**src/core/dummy_end_marker_unused.sv**
```systemverilog
`timescale 1ns/10ps
`default_nettype none
`default_nettype wire

```
**src/core/dhc_pkg.sv**
```systemverilog
package dhc_pkg;
  // ----------------------------------------------------------------
  // widths and device register offsets
  // ----------------------------------------------------------------
  localparam int          DW          = 20;
  localparam int          AW          = 12;
  localparam int          TRAIL_W     = 12;
  localparam int          STAT_W      = 9;
  localparam int          SMP_W       = 16;
  localparam logic [11:0] OFF_SIS     = 12'h04F;
  localparam logic [11:0] OFF_LTRAIL  = 12'h0C5;
  localparam logic [11:0] OFF_RTRAIL  = 12'h0C6;
  localparam logic [11:0] OFF_SHADOW  = 12'h0C8;
  localparam logic [11:0] OFF_PINLVL  = 12'h0ED;
  localparam logic [11:0] OFF_CFG     = 12'h0E6;
  localparam logic [11:0] OFF_AUDIO   = 12'h0E7;
  localparam logic [11:0] OFF_RUN     = 12'h0F0;
  localparam logic [11:0] VER_BASE    = 12'hFF6;
  localparam logic [11:0] VER_LAST    = 12'hFFF;
  // ----------------------------------------------------------------
  // field layout and values
  // ----------------------------------------------------------------
  localparam logic [19:0] SIS_PRIMARY = 20'h00000;
  localparam logic [19:0] SIS_ALT     = 20'h00002;
  localparam int          CFG_DMA_BIT = 4;
  localparam int          CFG_DL_BIT  = 5;
  localparam int          AUD_MUTE    = 0;
  localparam int          AUD_TONE    = 1;
  localparam int          AUD_OUT32   = 2;
  localparam int          DEMAND_BIT  = 19;
  localparam int          ALT_DATA    = 14;
  localparam int          ALT_FRAME   = 15;
  localparam int          ALT_CLK     = 16;
  localparam int          STRAP_DMA   = 4;
  localparam logic [1:0]  LAYER_ONE   = 2'h3;
  localparam logic [1:0]  LAYER_RSVD  = 2'h0;
  localparam logic [3:0]  BR_BAD      = 4'hF;
  localparam logic [19:0] ENTRY_NEW   = 20'h00475;
  localparam logic [19:0] ENTRY_OLD   = 20'h00FCB;
  // ----------------------------------------------------------------
  // timing
  // ----------------------------------------------------------------
  localparam int          CLK_MHZ     = 125;
  localparam int          PG_DELAY_US = 10;
  localparam int          BOOT_NS     = 80;
  localparam int          BOOT_CYC    = (BOOT_NS * CLK_MHZ + 999) / 1000;
  // ----------------------------------------------------------------
  // host software port
  // ----------------------------------------------------------------
  localparam logic [2:0]  H_ADDR      = 3'h0;
  localparam logic [2:0]  H_WDATA     = 3'h1;
  localparam logic [2:0]  H_CTRL      = 3'h2;
  localparam logic [2:0]  H_STAT      = 3'h3;
  localparam logic [2:0]  H_RDATA     = 3'h4;
  localparam int          C_WR        = 0;
  localparam int          C_RD        = 1;
  localparam int          C_APPLY     = 2;
  localparam int          C_DL_ON     = 3;
  localparam int          C_DL_OFF    = 4;
  localparam int          SPACE_BIT   = 12;
  typedef enum logic [2:0] {
    HS_BOOT, HS_CLR_L, HS_CLR_R, HS_WAIT_PG, HS_IDLE, HS_XFER, HS_CAPT
  } dhc_hstate_type;
endpackage

```
**src/core/dhc_link_if.sv**
```systemverilog
`timescale 1ns/10ps
`default_nettype none
interface dhc_link_if;
  logic [11:0] addr;
  logic        space;
  logic [19:0] wdata;
  logic        wr;
  logic        rd;
  logic [19:0] rdata;
  logic        wake_run_enable;
  logic        power_good_output;
  modport dev  (input addr, space, wdata, wr, rd, wake_run_enable, output rdata, power_good_output);
  modport host (output addr, space, wdata, wr, rd, wake_run_enable, input rdata, power_good_output);
endinterface
`default_nettype wire

```
**src/core/dhc_pwr_seq.sv**
```systemverilog
`timescale 1ns/10ps
`default_nettype none
module dhc_pwr_seq
  import dhc_pkg::*;
#(
  parameter int DELAY_US = PG_DELAY_US
) (
  input  wire logic clk_in,
  input  wire logic rst_in,
  input  wire logic converter_enable_in,
  output logic      power_good_out
);
  initial begin
    if (DELAY_US < 1 || DELAY_US > 65535) $error("dhc_pwr_seq: DELAY_US out of range");
  end
  typedef struct packed {
    logic [7:0]  div;
    logic [15:0] us;
    logic        pg;
  } dhc_pwr_type;
  dhc_pwr_type s_reg, s_next;
  // ----------------------------------------------------------------
  // microsecond enable, then settle count
  // ----------------------------------------------------------------
  always_comb begin
    s_next = s_reg;
    if (!converter_enable_in) begin
      // converter off drops power good at once
      s_next = '0;
    end else if (!s_reg.pg) begin
      if (s_reg.div == 8'(CLK_MHZ - 1)) begin
        s_next.div = '0;
        if (s_reg.us == 16'(DELAY_US - 1)) s_next.pg = 1'b1;
        else s_next.us = s_reg.us + 16'h0001;
      end else begin
        s_next.div = s_reg.div + 8'h01;
      end
    end
  end
  always_ff @(posedge clk_in or posedge rst_in) begin
    if (rst_in) s_reg <= '0;
    else s_reg <= s_next;
  end
  assign power_good_out = s_reg.pg;
endmodule
`default_nettype wire

```
**src/core/dhc_device.sv**
```systemverilog
`timescale 1ns/10ps
`default_nettype none
module dhc_device
  import dhc_pkg::*;
#(
  parameter logic [19:0]           NAME_CODE   = 20'h0A5A5,
  parameter logic [19:0]           DESIGN_CODE = 20'h00001,
  parameter logic [19:0]           TAPE_DATE   = 20'h00000,
  parameter logic [6:0][19:0]      DESC        = '0,
  parameter int                    PG_US       = PG_DELAY_US
) (
  input  wire logic                clk_in,
  input  wire logic                rst_in,
  dhc_link_if.dev                  link,
  input  wire logic                converter_enable_in,
  input  wire logic [2:0]          primary_serial_in,
  input  wire logic [19:0]         parallel_port_in,
  input  wire logic [STAT_W-1:0]   mpeg_status_in,
  input  wire logic [1:0]          stream_layer_in,
  input  wire logic [3:0]          bitrate_idx_in,
  input  wire logic                header_valid_in,
  input  wire logic [SMP_W-1:0]    sample_in,
  output logic [2:0]               serial_route_out,
  output logic                     dsp_mode_out,
  output logic [STAT_W-1:0]        port_status_out,
  output logic                     port_status_oe_out,
  output logic                     layer_ok_out,
  output logic                     sync_ok_out,
  output logic                     out32_out,
  output logic [TRAIL_W-1:0]       left_trailing_out,
  output logic [TRAIL_W-1:0]       right_trailing_out,
  output logic [SMP_W-1:0]         sample_out,
  output logic [19:0]              run_entry_out,
  output logic                     run_pulse_out,
  output logic                     download_en_out,
  output logic                     dma_mode_out
);
  // arbitrary identity values above; real parts carry their own
  initial begin
    if (SMP_W < 4) $error("dhc_device: sample width too small");
    if (PG_US < 1) $error("dhc_device: power good delay too short");
  end

  // ----------------------------------------------------------------
  // state
  // ----------------------------------------------------------------
  typedef struct packed {
    logic                strap_done;
    logic                alt_sel;
    logic [TRAIL_W-1:0]  ltrail;
    logic [TRAIL_W-1:0]  rtrail;
    logic [19:0]         cfg;
    logic [2:0]          audio;
    logic [19:0]         run_entry;
    logic                run_pulse;
    logic [19:0]         rdata;
    logic [2:0]          route;
    logic                dsp;
    logic [STAT_W-1:0]   stat;
    logic                stat_oe;
    logic                layer_ok;
    logic                sync_ok;
    logic [SMP_W-1:0]    smp;
  } dhc_dev_type;
  dhc_dev_type s_reg, s_next;

  logic               pg;
  logic [SMP_W-1:0]   toned;
  logic [19:0]        rd_val;
  logic [3:0]         ver_idx;

  dhc_pwr_seq #(
    .DELAY_US            (PG_US)
  ) i_dhc_pwr_seq (
    .clk_in              (clk_in),
    .rst_in              (rst_in),
    .converter_enable_in (converter_enable_in),
    .power_good_out      (pg)
  );

  // ----------------------------------------------------------------
  // read mux
  // ----------------------------------------------------------------
  assign ver_idx = 4'(link.addr - VER_BASE);
  always_comb begin
    rd_val = '0;
    if (link.space) begin
      if (link.addr >= VER_BASE && link.addr <= VER_LAST) begin
        case (ver_idx)
          4'h0:    rd_val = NAME_CODE;
          4'h1:    rd_val = DESIGN_CODE;
          4'h2:    rd_val = TAPE_DATE;
          default: rd_val = DESC[3'(ver_idx - 4'h3)];
        endcase
      end
    end else begin
      case (link.addr)
        OFF_PINLVL: begin
          rd_val = parallel_port_in;
          rd_val[DEMAND_BIT] = 1'b0;
        end
        OFF_SHADOW: rd_val[DEMAND_BIT] = parallel_port_in[DEMAND_BIT];
        OFF_CFG:    rd_val = s_reg.cfg;
        OFF_AUDIO:  rd_val = {17'h00000, s_reg.audio};
        OFF_RUN:    rd_val = s_reg.run_entry;
        default:    rd_val = '0;
      endcase
    end
  end

  // ----------------------------------------------------------------
  // audio path
  // ----------------------------------------------------------------
  // tone stage is a fixed cut; it never overflows, so no clipping logic
  assign toned = s_reg.audio[AUD_TONE] ?
                 SMP_W'(sample_in - SMP_W'($signed(sample_in) >>> 2)) : sample_in;

  // ----------------------------------------------------------------
  // next state
  // ----------------------------------------------------------------
  always_comb begin
    s_next = s_reg;
    s_next.run_pulse = 1'b0;
    // strap caught on the first clock after reset release
    // a cfg write on that same edge lands after the strap and wins
    if (!s_reg.strap_done) begin
      s_next.strap_done = 1'b1;
      s_next.cfg[CFG_DMA_BIT] = parallel_port_in[STRAP_DMA];
    end
    if (link.wr && !link.space) begin
      case (link.addr)
        OFF_SIS: begin
          if (link.wdata == SIS_PRIMARY) s_next.alt_sel = 1'b0;
          else if (link.wdata == SIS_ALT) s_next.alt_sel = 1'b1;
          // any other value is reserved and ignored
        end
        OFF_LTRAIL: s_next.ltrail = link.wdata[TRAIL_W-1:0];
        OFF_RTRAIL: s_next.rtrail = link.wdata[TRAIL_W-1:0];
        OFF_CFG:    s_next.cfg = link.wdata; // download bit kept by host
        OFF_AUDIO:  s_next.audio = link.wdata[2:0];
        OFF_RUN: begin
          s_next.run_entry = link.wdata;
          s_next.run_pulse = 1'b1;
        end
        default: s_next.alt_sel = s_reg.alt_sel;
      endcase
    end
    s_next.rdata = link.rd ? rd_val : '0;
    // alternate pins feed the decoder straight, no mux outside
    s_next.route = s_reg.alt_sel ?
                   {parallel_port_in[ALT_CLK], parallel_port_in[ALT_FRAME], parallel_port_in[ALT_DATA]} :
                   primary_serial_in;
    s_next.dsp = link.wake_run_enable;
    // low pins belong to the DMA data path in that mode
    s_next.stat_oe = !s_reg.cfg[CFG_DMA_BIT];
    s_next.stat = s_reg.cfg[CFG_DMA_BIT] ? '0 : mpeg_status_in;
    s_next.layer_ok = header_valid_in && stream_layer_in != LAYER_ONE && stream_layer_in != LAYER_RSVD;
    // every legal rate index counts, the lowest included
    s_next.sync_ok = header_valid_in && bitrate_idx_in != BR_BAD;
    s_next.smp = s_reg.audio[AUD_MUTE] ? '0 : toned;
  end

  always_ff @(posedge clk_in or posedge rst_in) begin
    if (rst_in) s_reg <= '0;
    else s_reg <= s_next;
  end

  // ----------------------------------------------------------------
  // outputs
  // ----------------------------------------------------------------
  assign link.rdata             = s_reg.rdata;
  // power good is the sequencer's own flop, passed straight on
  assign link.power_good_output = pg;
  assign serial_route_out       = s_reg.route;
  assign dsp_mode_out           = s_reg.dsp;
  assign port_status_out        = s_reg.stat;
  assign port_status_oe_out     = s_reg.stat_oe;
  assign layer_ok_out           = s_reg.layer_ok;
  assign sync_ok_out            = s_reg.sync_ok;
  assign out32_out              = s_reg.audio[AUD_OUT32];
  assign left_trailing_out      = s_reg.ltrail;
  assign right_trailing_out     = s_reg.rtrail;
  assign sample_out             = s_reg.smp;
  assign run_entry_out          = s_reg.run_entry;
  assign run_pulse_out          = s_reg.run_pulse;
  assign download_en_out        = s_reg.cfg[CFG_DL_BIT];
  assign dma_mode_out           = s_reg.cfg[CFG_DMA_BIT];
endmodule
`default_nettype wire

```
**src/flat_wrapper.sv**
```systemverilog
// flat-port wrapper written by rule: the top's interface ports become plain ports
module dhc_device_flat import dhc_pkg::*;
#(
  parameter logic [19:0]           NAME_CODE   = 20'h0A5A5,
  parameter logic [19:0]           DESIGN_CODE = 20'h00001,
  parameter logic [19:0]           TAPE_DATE   = 20'h00000,
  parameter logic [6:0][19:0]      DESC        = '0,
  parameter int                    PG_US       = PG_DELAY_US
)
  (clk_in, rst_in, converter_enable_in, primary_serial_in, parallel_port_in, mpeg_status_in, stream_layer_in, bitrate_idx_in, header_valid_in, sample_in, serial_route_out, dsp_mode_out, port_status_out, port_status_oe_out, layer_ok_out, sync_ok_out, out32_out, left_trailing_out, right_trailing_out, sample_out, run_entry_out, run_pulse_out, download_en_out, dma_mode_out, link_addr, link_space, link_wdata, link_wr, link_rd, link_wake_run_enable, link_rdata, link_power_good_output);
  dhc_link_if link_i ();
  input  wire logic clk_in;
  input  wire logic rst_in;
  input  wire logic converter_enable_in;
  input  wire logic [2:0] primary_serial_in;
  input  wire logic [19:0] parallel_port_in;
  input  wire logic [STAT_W-1:0] mpeg_status_in;
  input  wire logic [1:0] stream_layer_in;
  input  wire logic [3:0] bitrate_idx_in;
  input  wire logic header_valid_in;
  input  wire logic [SMP_W-1:0] sample_in;
  output logic [2:0] serial_route_out;
  output logic dsp_mode_out;
  output logic [STAT_W-1:0] port_status_out;
  output logic port_status_oe_out;
  output logic layer_ok_out;
  output logic sync_ok_out;
  output logic out32_out;
  output logic [TRAIL_W-1:0] left_trailing_out;
  output logic [TRAIL_W-1:0] right_trailing_out;
  output logic [SMP_W-1:0] sample_out;
  output logic [19:0] run_entry_out;
  output logic run_pulse_out;
  output logic download_en_out;
  output logic dma_mode_out;
  input wire logic [$bits(link_i.addr)-1:0] link_addr;
  input wire logic [$bits(link_i.space)-1:0] link_space;
  input wire logic [$bits(link_i.wdata)-1:0] link_wdata;
  input wire logic [$bits(link_i.wr)-1:0] link_wr;
  input wire logic [$bits(link_i.rd)-1:0] link_rd;
  input wire logic [$bits(link_i.wake_run_enable)-1:0] link_wake_run_enable;
  output wire logic [$bits(link_i.rdata)-1:0] link_rdata;
  output wire logic [$bits(link_i.power_good_output)-1:0] link_power_good_output;
  assign link_i.addr = link_addr;
  assign link_i.space = link_space;
  assign link_i.wdata = link_wdata;
  assign link_i.wr = link_wr;
  assign link_i.rd = link_rd;
  assign link_i.wake_run_enable = link_wake_run_enable;
  assign link_rdata = link_i.rdata;
  assign link_power_good_output = link_i.power_good_output;
  dhc_device #(.NAME_CODE(NAME_CODE), .DESIGN_CODE(DESIGN_CODE), .TAPE_DATE(TAPE_DATE), .DESC(DESC), .PG_US(PG_US)) u_core (.clk_in(clk_in), .rst_in(rst_in), .link(link_i), .converter_enable_in(converter_enable_in), .primary_serial_in(primary_serial_in), .parallel_port_in(parallel_port_in), .mpeg_status_in(mpeg_status_in), .stream_layer_in(stream_layer_in), .bitrate_idx_in(bitrate_idx_in), .header_valid_in(header_valid_in), .sample_in(sample_in), .serial_route_out(serial_route_out), .dsp_mode_out(dsp_mode_out), .port_status_out(port_status_out), .port_status_oe_out(port_status_oe_out), .layer_ok_out(layer_ok_out), .sync_ok_out(sync_ok_out), .out32_out(out32_out), .left_trailing_out(left_trailing_out), .right_trailing_out(right_trailing_out), .sample_out(sample_out), .run_entry_out(run_entry_out), .run_pulse_out(run_pulse_out), .download_en_out(download_en_out), .dma_mode_out(dma_mode_out));
endmodule
```
**config.mk**
```make
export PLATFORM = sky130hd
export DESIGN_NAME = dhc_device_flat
export DESIGN_NICKNAME = d
export VERILOG_FILES = /design/src/core/dummy_end_marker_unused.sv /design/src/core/dhc_pkg.sv /design/src/core/dhc_link_if.sv /design/src/core/dhc_pwr_seq.sv /design/src/core/dhc_device.sv /design/src/flat_wrapper.sv
export SDC_FILE = /design/constraint.sdc
export NUM_CORES = 1
export LEC_CHECK = 0
export BUFFER_PORTS_ARGS = -buffer_cell sky130_fd_sc_hd__buf_2
export CAP_MARGIN = 20
export CORE_ASPECT_RATIO = 1.1
export CORE_UTILIZATION = 55
export DETAILED_ROUTE_END_ITERATION = 7
export PLACE_DENSITY = 0.82
export SLEW_MARGIN = 5
export SYNTH_ARGS = -nofsm -noshare
export SYNTH_HDL_FRONTEND = slang
export SYNTH_SLANG_ARGS = --single-unit
```
**constraint.sdc**
```tcl
create_clock -name clk_in -period 12.25 [get_ports clk_in]
set_input_delay 0 -clock clk_in [delete_from_list [all_inputs] [get_ports clk_in]]
set_output_delay 0 -clock clk_in [all_outputs]
set_load 0.05 [all_outputs]
```
==> summary.txt, run 1 <==
Hold path
  – Class of the worst hold path: primary input to register

Logic synthesis
  – Post-synthesis mux area share: approximately an eighth
  – FFs w/ async S/R, synth: 100%
  – Largest family of logic cells by synthesized area: simple AND/OR/NAND/NOR gates
  – Count of cell types in the netlist: 66
  – Post-synthesis xor/xnor area fraction: approximately 2.5%
  – Post-synth EDFFs: 0
  – Synth Area in Adders: 3.45%
  – Syn nets: approximately 830
  – Warnings from Yosys: 0
  – Compound-Gate Fraction of Synth Area: 9.24%
  – Syn_area_per_cell: 10.9 µm²
  – Sequential share of the synthesized area: 46.9%
  – Top_reg_cell synth: dfrtp_1
  – Post-synthesis simple-gate area fraction: 13.8%
  – Yosys reg bits: about 150
  – Netlist Area Pre-Place: 7840 µm²
  – Cells after Synth: roughly 720

Floorplan
  – Die area: around 15000 µm²
  – Die X: 116 µm
  – Core box area: 13900 µm²
  – Effective utilization at floorplan: 56.6%
  – I/O Pins: 195
  – FP Rows: 45
  – Vert. Die Dim: 127 µm

Routing
  – Vias post-DR: 6182
  – Post-DR wirelength/cell: ~19 µm
  – Vias per cell: ~5.7
  – DRT Pass-1 Iters: 8
  – DRC viols: 0
  – Drt total wl: 20600 µm
  – Final antenna-violating net count: 0
  – First-iteration detailed-routing DRC count: 564

Finish
  – Max reg flops: 24
  – Multi-input logic area: 3230 µm²
  – Fraction of layout cells with a size suffix above 1: between 30% and 40%
  – Syn-to-layout area delta: 22.6%
  – Filler cell count: 1035
  – Nets: 1007
  – Commonest non-fill, non-tap cell in the layout: buf_2
  – Commonest cells after routing, fill and taps aside: buf_2, dfrtp_1, dlygate4sd3_1
  – Fin cells: roughly 1100
  – Register area: 3680 µm²

Power
  – Power per cell area: 121 nW/µm²
  – Power Internal: around 0.85 mW
  – Seq pwr share: approximately 43%
  – Max VDD drop: 100 µV
  – Switching Share: 26.6%
  – Logic pwr share: 12.5%
  – Psw: 0.309 mW
  – Power share of the clock group: 44.5%
  – Static Leak: 4.87 nW

GRT
  – Total GRT Usage: roughly 30%
  – Total grt overflow: 0
  – Initial antenna violation count: 1
  – Largest net degree at the start of global routing: 76
  – Vias in the first global route: 6336
  – Global-route wire length before repair: roughly 32000 µm

Timing
  – Clock Skews: 9.95 ps
  – RSZ-0062 raised after global routing: false
  – Final min period: around 3000 ps
  – Highest clock rate: 0.330 GHz
  – Slew of the pin with the lowest slew margin: 1040 ps
  – Hold slack: about 37 ps
  – Slew Limit Fails: 0
  – Period utilisation layout: approximately 25%
  – Final Hold Viols: 0
  – Post-route setup TNS: 0 ps
  – Finish-stage setup viols: 0
  – Rel. slew slack: 30.8%

Clock tree
  – CTS tree: yes
  – Max clock buf depth: 2
  – Clock Latency Late Sink: 420 ps
  – Post-CTS resize count: 0
  – H-tree Lvls: 4
  – Number of buffers created by CTS: 17
  – CTS sink cnt: between 100 and 150
  – Root buffer cell: clkbuf_16
  – Clk slew on worst S/H paths: 70 ps

Worst setup path
  – Crit path DAT: roughly 3300 ps
  – CP startpoint kind: primary input
  – Worst reg2reg setup slack: 10090 ps
  – Critical path class: primary input to register
  – Critical path required time: 12560 ps
  – CP max FO: 21
  – Crit. End Element: register

Flow run
  – Max cap viols: 0

Outcome
  – Status: finished clean

Placed design
  – Port bufs: about 190
  – HPWL after DPL: 13000 µm
  – RePlAce Congestion: 0.878
  – Placed Cells: 982
## what timing repair did
action | in CTS | in global routing
endpoints found under the hold margin | 194 | 0
setup endpoints to repair | 0 | 0
buffers inserted | 0 | 0
hold buffers | 78 | 0
## final timing paths
path / from / end / cells past startpoint
setup / recovery: link_addr[10] / u_core.s_reg[88] / 7
hold / removal: link_space / u_core.link.rdata[8] / 3
setup reg to reg: u_core.i_dhc_pwr_seq.s_reg[17] / u_core.i_dhc_pwr_seq.s_reg[15] / 8
hold reg to reg: u_core.i_dhc_pwr_seq.s_reg[24] / u_core.i_dhc_pwr_seq.s_reg[24] / 1
max in group asynchronous: rst_in / u_core.s_reg[73] / 4
min in group asynchronous: rst_in / u_core.link.rdata[15] / 3
## cell families after synthesis
kind of cell / Yosys count
buffers and inverters: 145
AND/OR/NAND/NOR: 194
other: 1
XOR/XNOR: 22
multiplexers: 80
AO/OA/AOI/OAI: 106
flip-flops: 147
adder cells (fa/ha/maj): 21
## area by class of cell
cell class,instances,share of cell area (%)
Antenna cell,1,0.0260
Clock buffer,19,4.50
Clock inverter,13,1.56
Inverter,28,1.15
Multi-Input combinational cell,424,33.6
Sequential cell,147,38.3
Tap cell,188,2.45
Timing Repair Buffer,274,18.4
## synthesized netlist by cell type (all sizes together) (5+ instances only)
cell    instances  share of area (%)
xnor2           9                1.0
clkbuf         12               0.57
o21ai          19                1.2
ha             20                3.2
buf           105                9.9
nand4          12               0.96
a21o            5               0.48
nor4            8                1.0
a21boi          5               0.48
inv            28                1.3
nand3          17                1.1
dfrtp         147                 47
a21oi          28                1.8
nand2b          5               0.40
nor3           13               0.96
nor2           44                2.1
a222oi         10                1.3
and2           18                1.5
nor2b          19                1.5
a22oi           7               0.67
mux2i           9                1.1
xor2           13                1.5
nand2          29                1.4
and3            6               0.48
mux2           71                 11
## critical path, cell delays in order
cell           delay, ps
dlygate4sd3_1        560
buf_2                160
nor4_4               240
and2_1               210
and2_0               820
nand2_1              810
mux2_2               520
## metal layers
layer,GRT usage (%),wire length (µm),up-vias
met1,33.0,7640,3000
met4,17.0,961,0
met2,48.5,10500,321
li1,-,-,2787
met3,8.63,1510,74
met5,0,0,-
## power groups by stage
stage / registers, mW / clock network, mW / logic, mW
final: 0.500 / 0.517 / 0.145
after global routing: 0.500 / 0.550 / 0.157
after CTS: 0.500 / 0.525 / 0.143
after detailed placement: 0.508 / 0 / 0.123
after global placement: 0.508 / 0 / 0.121
after floorplan: 0.511 / 0 / 0.0862
## through the flow
step | utilization (%) | setup slack [ps] | power, mW | instance area (µm²)
6_report | 69.4 | 9220 | 1.16 | 9610
5_1_grt | 69.4 | 9100 | 1.21 | 9610
4_1_cts | 69.3 | 9370 | 1.17 | 9600
3_5_place_dp | 59.4 | 9370 | 0.632 | 8230
3_3_place_gp | 59.4 | 9430 | 0.629 | 8230
2_1_floorplan | - | 8300 | 0.598 | 7840
(Power assumes the default switching activity.)
==> inputs of run 2 (changes only) <==
ABC_AREA = 1   (was default)
PLACE_DENSITY = 0.81   (was 0.82)
clock period = 3.1 ns   (was 12.25 ns; I/O delays follow)
==> summary.txt, run 2 <==
Logic synthesis
  – Syn nets: 1235
  – Yosys reg bits: approximately 150
  – Count of cell types in the netlist: 42
  – Syn_area_per_cell: 7.60 µm²
  – Warnings from Yosys: 0
  – Netlist Area Pre-Place: between 8000 and 9000 µm²
  – FFs w/ async S/R, synth: 100%
  – Top cells by count, synth: nand2_1, inv_1, dfrtp_1
  – Area leader, netlist: dfrtp_1
  – Cells after Synth: 1120
  – Share of Yosys cell area claimed by the top area cell type: 43.2%
  – Synth top area cells: dfrtp_1, nand2_1, buf_4
  – Sequential share of the synthesized area: 43.2%
  – Post-synth EDFFs: 0
  – Most common cell in the synthesized netlist: nand2_1
  – Top_reg_cell synth: dfrtp_1

Outcome
  – Status: finished clean

Finish
  – Commonest cells after routing, fill and taps aside: nand2_1, buf_2, inv_1
  – Nets: 1410
  – Fraction of layout cells with a size suffix above 1: 19.2%
  – Max reg flops: 24
  – Fin cells: 1506
  – Final instance area: just over 10000 µm²
  – Filler cell count: 1178
  – Syn-to-layout area delta: 21.6%
  – Commonest non-fill, non-tap cell in the layout: nand2_1

Hold path
  – Class of the worst hold path: primary input to register

Timing
  – Final min period: roughly 2600 ps
  – Rel. slew slack: 44.7%
  – Worst setup margin: 505 ps
  – Final Hold Viols: 0
  – Post-route setup TNS: 0 ps
  – Period utilisation layout: 83.7%
  – RSZ-0062 raised after global routing: false
  – Slew Limit Fails: 0
  – Slew of the pin with the lowest slew margin: 827 ps
  – Finish-stage setup viols: 0
  – Highest clock rate: approximately 0.39 GHz
  – Clock Skews: just under 10 ps

Floorplan
  – Die area: about 16000 µm²
  – Die X: 121 µm
  – Vert. Die Dim: about 130 µm
  – I/O Pins: 195
  – FP Rows: 47
  – Effective utilization at floorplan: 56.3%
  – Core box area: approximately 15000 µm²

Clock tree
  – CTS tree: yes
  – H-tree Lvls: 4
  – Clock Latency Late Sink: 430 ps
  – Number of buffers created by CTS: 17
  – Postcts setup bufs: 0
  – CTS sink cnt: 147
  – Clk slew on worst S/H paths: 60 ps
  – Root buffer cell: clkbuf_16
  – Max clock buf depth: 2

GRT
  – Global-route wire length before repair: 38800 µm
  – Total grt overflow: 0
  – Largest net degree at the start of global routing: between 50 and 60
  – Total GRT Usage: about a third
  – Initial antenna violation count: 3
  – Vias in the first global route: roughly 8000

Power
  – Power Internal: around 3.4 mW
  – Static Leak: 5.51 nW
  – Switching Share: 27.3%
  – Power share of the clock group: 44.5%
  – Logic pwr share: a little over an eighth
  – Power per cell area: 452 nW/µm²
  – Seq pwr share: 42.1%
  – Max VDD drop: 392 µV
  – Psw: 1.28 mW

Worst setup path
  – CP top delay family: buffers and inverters
  – Slowest-stage cell, CP: dlygate4sd3_1
  – Critical path required time: around 3500 ps
  – CP cell instances: dlygate4sd3_1 > buf_2 > inv_1 > nand2_1 > nor4_1 > nand2_1 > nor2_1 > nand3_1 > dlygate4sd3_1 > nand2_1 > dlygate4sd3_1
  – Crit path DAT: 2970 ps
  – Crit. End Element: register
  – Worst path max stage delay: between 500 and 600 ps
  – CP startpoint kind: primary input
  – CP bufs+invs: 5
  – CP max FO: 8
  – Critical path class: primary input to register

Flow run
  – Max cap viols: 0

Placed design
  – Dpl cell area: 8950 µm²
  – Port bufs: 194
  – Placed Cells: approximately 1400
  – HPWL after DPL: 16200 µm
  – Pre-CTS setup slack: 1200 ps
  – RePlAce Congestion: 0.964

Routing
  – Vias post-DR: 8040
  – First-iteration detailed-routing DRC count: roughly 860
  – DRC viols: 0
  – DRT Pass-1 Iters: 6
  – Post-DR wirelength/cell: 16.0 µm
  – Drt total wl: 24000 µm
  – Vias per cell: 5.34
  – Final antenna-violating net count: 0
## run 2: path summary, 6_finish.rpt
| kind | end | slack, ps | cells past startpoint | start |
|---|---|---|---|---|
| max in group asynchronous | u_core.dma_mode_out | 2140 | 5 | rst_in |
| min reg2reg | u_core.s_reg[83] | 490 | 2 | u_core.s_reg[83] |
| min | u_core.link.rdata[7] | 7 | 5 | parallel_port_in[7] |
| max | u_core.s_reg[120] | 500 | 11 | link_space |
| max reg2reg | u_core.i_dhc_pwr_seq.s_reg[1] | 1120 | 7 | u_core.i_dhc_pwr_seq.s_reg[17] |
| min in group asynchronous | u_core.port_status_out[7] | 60 | 3 | rst_in |
## run 2: repair_timing
item / CTS / global route
hold buffers: 78 / 0
gates resized for setup: 0 / 0
endpoints found under the hold margin: 159 / 0
## run 2: cell families after synthesis
kind of cell	synth area share, %
multiplexers	0.397
buffers and inverters	16.8
AO/OA/AOI/OAI	8.25
AND/OR/NAND/NOR	26.5
adder cells (fa/ha/maj)	3.18
XOR/XNOR	1.54
other	0.0441
flip-flops	43.2
## run 2: per-stage QoR
stage	utilization (%)	hold slack, ps	total power [mW]
global route	68.5	22.0	4.85
CTS	68.3	0.424	4.69
global placement	59.2	115	2.54
finish	68.5	7.44	4.68
detailed placement	59.2	110	2.55
floorplan	-	31.4	2.40
## run 2: routing by layer
layer	share of wire, %	track usage, %	up-vias
met3	7.9	8.62	93
met2	47	49.9	402
met4	4.3	17.3	0
met5	0	0	-
li1	-	-	3834
met1	41	39.1	3711
## run 2: worst min-delay path: cells and delay by family
family | cells | cell delay (ps)
simple gates | 4 | 310
buf+inv | 1 | 80
## run 2: layout make-up
class | instances | area, µm² | area share (%)
diodes | 2 | 5.00 | 0.0483
clock buffers | 20 | 447 | 4.31
clock inverters | 12 | 148 | 1.43
inverters | 152 | 578 | 5.58
multi-input cells | 695 | 3400 | 32.8
flip-flops and latches | 147 | 3680 | 35.5
well taps | 196 | 245 | 2.37
repair buffers | 282 | 1850 | 17.9
## run 2: power by group through the flow
stage | Clock (mW) | Sequential (mW) | Combinational, mW
6_report | 2.08 | 1.97 | 0.628
5_1_grt | 2.19 | 1.98 | 0.685
4_1_cts | 2.10 | 1.97 | 0.614
2_1_floorplan | 0 | 2.02 | 0.384
3_5_place_dp | 0 | 2.01 | 0.539
3_3_place_gp | 0 | 2.01 | 0.530
==> inputs of run 3 (changes only) <==
ABC_AREA = 0   (was 1)
CORE_UTILIZATION = 49   (was 55)
PLACE_DENSITY = 0.77   (was 0.81)
clock period = 2.25 ns   (was 3.1 ns; I/O delays follow)
==> summary.txt, run 3 (synthesis gave the netlist of run 1 again) <==
Outcome
  – Status: complete, but fails checks
  – Failing checks: negative hold slack

GRT
  – Grt peak-use layer: met2
  – GR Util met1: between 30% and 40%
  – Initial antenna violation count: 3
  – Vias in the first global route: ~6100
  – Grt met3 use: 5.11%
  – Global-route wire length before repair: 31000 µm
  – Largest net degree at the start of global routing: 100
  – Total grt overflow: 0
  – Total GRT Usage: 24.6%
  – Met2 GRT Util: 40.0%

Timing
  – Hold slack: -7.22 ps
  – Rel. slew slack: 34.9%
  – Highest clock rate: 0.472 GHz
  – Clock Skews: around 6.9 ps
  – Post-route setup TNS: 0 ps
  – Final Hold Viols: 1
  – RSZ-0062 raised after global routing: false
  – Finish-stage setup viols: 0
  – Slew of the pin with the lowest slew margin: 977 ps
  – Final min period: 2120 ps
  – Period utilisation layout: a little over nine tenths
  – Slew Limit Fails: 0

Flow run
  – Max cap viols: 0

Power
  – Psw: 1.69 mW
  – Power Total: 6.50 mW
  – Logic pwr share: 12.1%
  – Static Leak: 4.97 nW
  – Switching Share: 26.0%
  – Power share of the clock group: 46.1%
  – Max VDD drop: around 450 µV
  – Power per cell area: 664 nW/µm²
  – Seq pwr share: 41.8%
  – Power Internal: 4.81 mW

Routing
  – Drt total wl: 19300 µm
  – Vias per cell: 5.46
  – First-iteration detailed-routing DRC count: 409
  – DRT Pass-1 Iters: 7
  – Post-DR wirelength/cell: 17.3 µm
  – Final antenna-violating net count: 0
  – Vias post-DR: 6102
  – DRC viols: 0

Clock tree
  – Clock Latency Late Sink: 420 ps
  – Clk slew on worst S/H paths: 70 ps
  – CTS sink cnt: about 150
  – Number of buffers created by CTS: 17
  – Max clock buf depth: 2
  – Root buffer cell: clkbuf_16
  – H-tree Lvls: 4
  – CTS tree: yes

Floorplan
  – Core box area: around 16000 µm²
  – Effective utilization at floorplan: between 50% and 60%
  – Vert. Die Dim: 135 µm
  – FP Rows: 48
  – Die area: between 15000 and 20000 µm²
  – Die X: 123 µm
  – I/O Pins: 195

Worst setup path
  – CP startpoint kind: primary input
  – Critical path origin: sample_in[10]
  – Reg-to-reg critical path startpoint: u_core.i_dhc_pwr_seq.s_reg[17]
  – Crit path DAT: 2440 ps
  – Crit. End Element: register
  – Critical path required time: 2570 ps
  – Critical path class: primary input to register
  – CP max FO: 8

Placed design
  – Port bufs: 194
  – Placed Cells: a little over 1000
  – HPWL after DPL: 12800 µm
  – RePlAce Congestion: around 0.86

Finish
  – Multi-input logic area: approximately 3300 µm²
  – Fin cells: 1117
  – Register area: 3680 µm²
  – Commonest non-fill, non-tap cell in the layout: buf_2
  – Filler cell count: 1230
  – Syn-to-layout area delta: 24.9%
  – Commonest cells after routing, fill and taps aside: buf_2, dfrtp_1, dlygate4sd3_1
  – Fraction of layout cells with a size suffix above 1: 35.5%
  – Nets: roughly 1000
  – Max reg flops: 24

Hold path
  – Class of the worst hold path: primary input to register
  – Hold Path Origin: parallel_port_in[1]
-- run 3: cell types whose count changed in the layout (fill, tap and decap cells not counted), sizes merged, moves of 17 or more --
cell and change:
inv -118, and2 +17, nand2 -227, o21ai -77, nor2 -57, mux2 +68, nor2b +19, nand3 -99
-- run 3: final timing paths --
path	to	slack (ps)	cells after the start
setup / recovery	u_core.sample_out[15]	130	10
hold / removal	u_core.link.rdata[1]	-7	3
setup reg to reg	u_core.i_dhc_pwr_seq.s_reg[15]	210	8
hold reg to reg	u_core.i_dhc_pwr_seq.s_reg[24]	490	1
max in group asynchronous	u_core.sample_out[3]	1510	4
min in group asynchronous	u_core.left_trailing_out[11]	250	4
-- run 3: layer usage --
layer	vias up	wire length, µm
li1	2807	-
met1	2975	7830
met2	265	9490
met3	55	1310
met4	0	706
met5	-	0
-- run 3: stage by stage --
| step | setup slack (ps) | cell area, µm² | util (%) |
|---|---|---|---|
| global placement | 234 | 8390 | 53.5 |
| finish | 130 | 9790 | 62.5 |
| global route | 17.0 | 9790 | 62.5 |
| floorplan | 165 | 7840 | - |
| detailed placement | 210 | 8390 | 53.5 |
| CTS | 105 | 9770 | 62.3 |
-- run 3: what timing repair did --
action / in CTS / in global routing
resized for setup: 0 / 4
setup buffers: 0 / 0
hold buffers: 75 / 0
hold endpoints to repair: 263 / 0
endpoints found under the setup margin: 0 / 2
-- run 3: critical path: stages --
cell,delay (ps)
dlygate4sd3_1,530
buf_2,140
inv_1,50
ha_1,370
a21oi_1,160
o21ai_0,140
a221o_1,350
a21oi_1,300
o21ai_0,130
a311oi_1,280
-- run 3: layout make-up --
cell class              instances  share of cell area (%)
flip-flops and latches        147                    37.6
multi-input cells             424                    33.2
repair buffers                284                    19.1
clock buffers                  18                    4.48
well taps                     200                    2.55
clock inverters                14                    1.94
inverters                      28                    1.11
diodes                          2                  0.0511
-- run 3: power groups by stage --
| stage | Combinational (mW) | Clock [mW] | Sequential [mW] |
|---|---|---|---|
| floorplan | 0.470 | 0 | 2.78 |
| global placement | 0.664 | 0 | 2.77 |
| detailed placement | 0.673 | 0 | 2.77 |
| CTS | 0.777 | 3.07 | 2.72 |
| global route | 0.859 | 3.19 | 2.72 |
| finish | 0.787 | 3.00 | 2.72 |
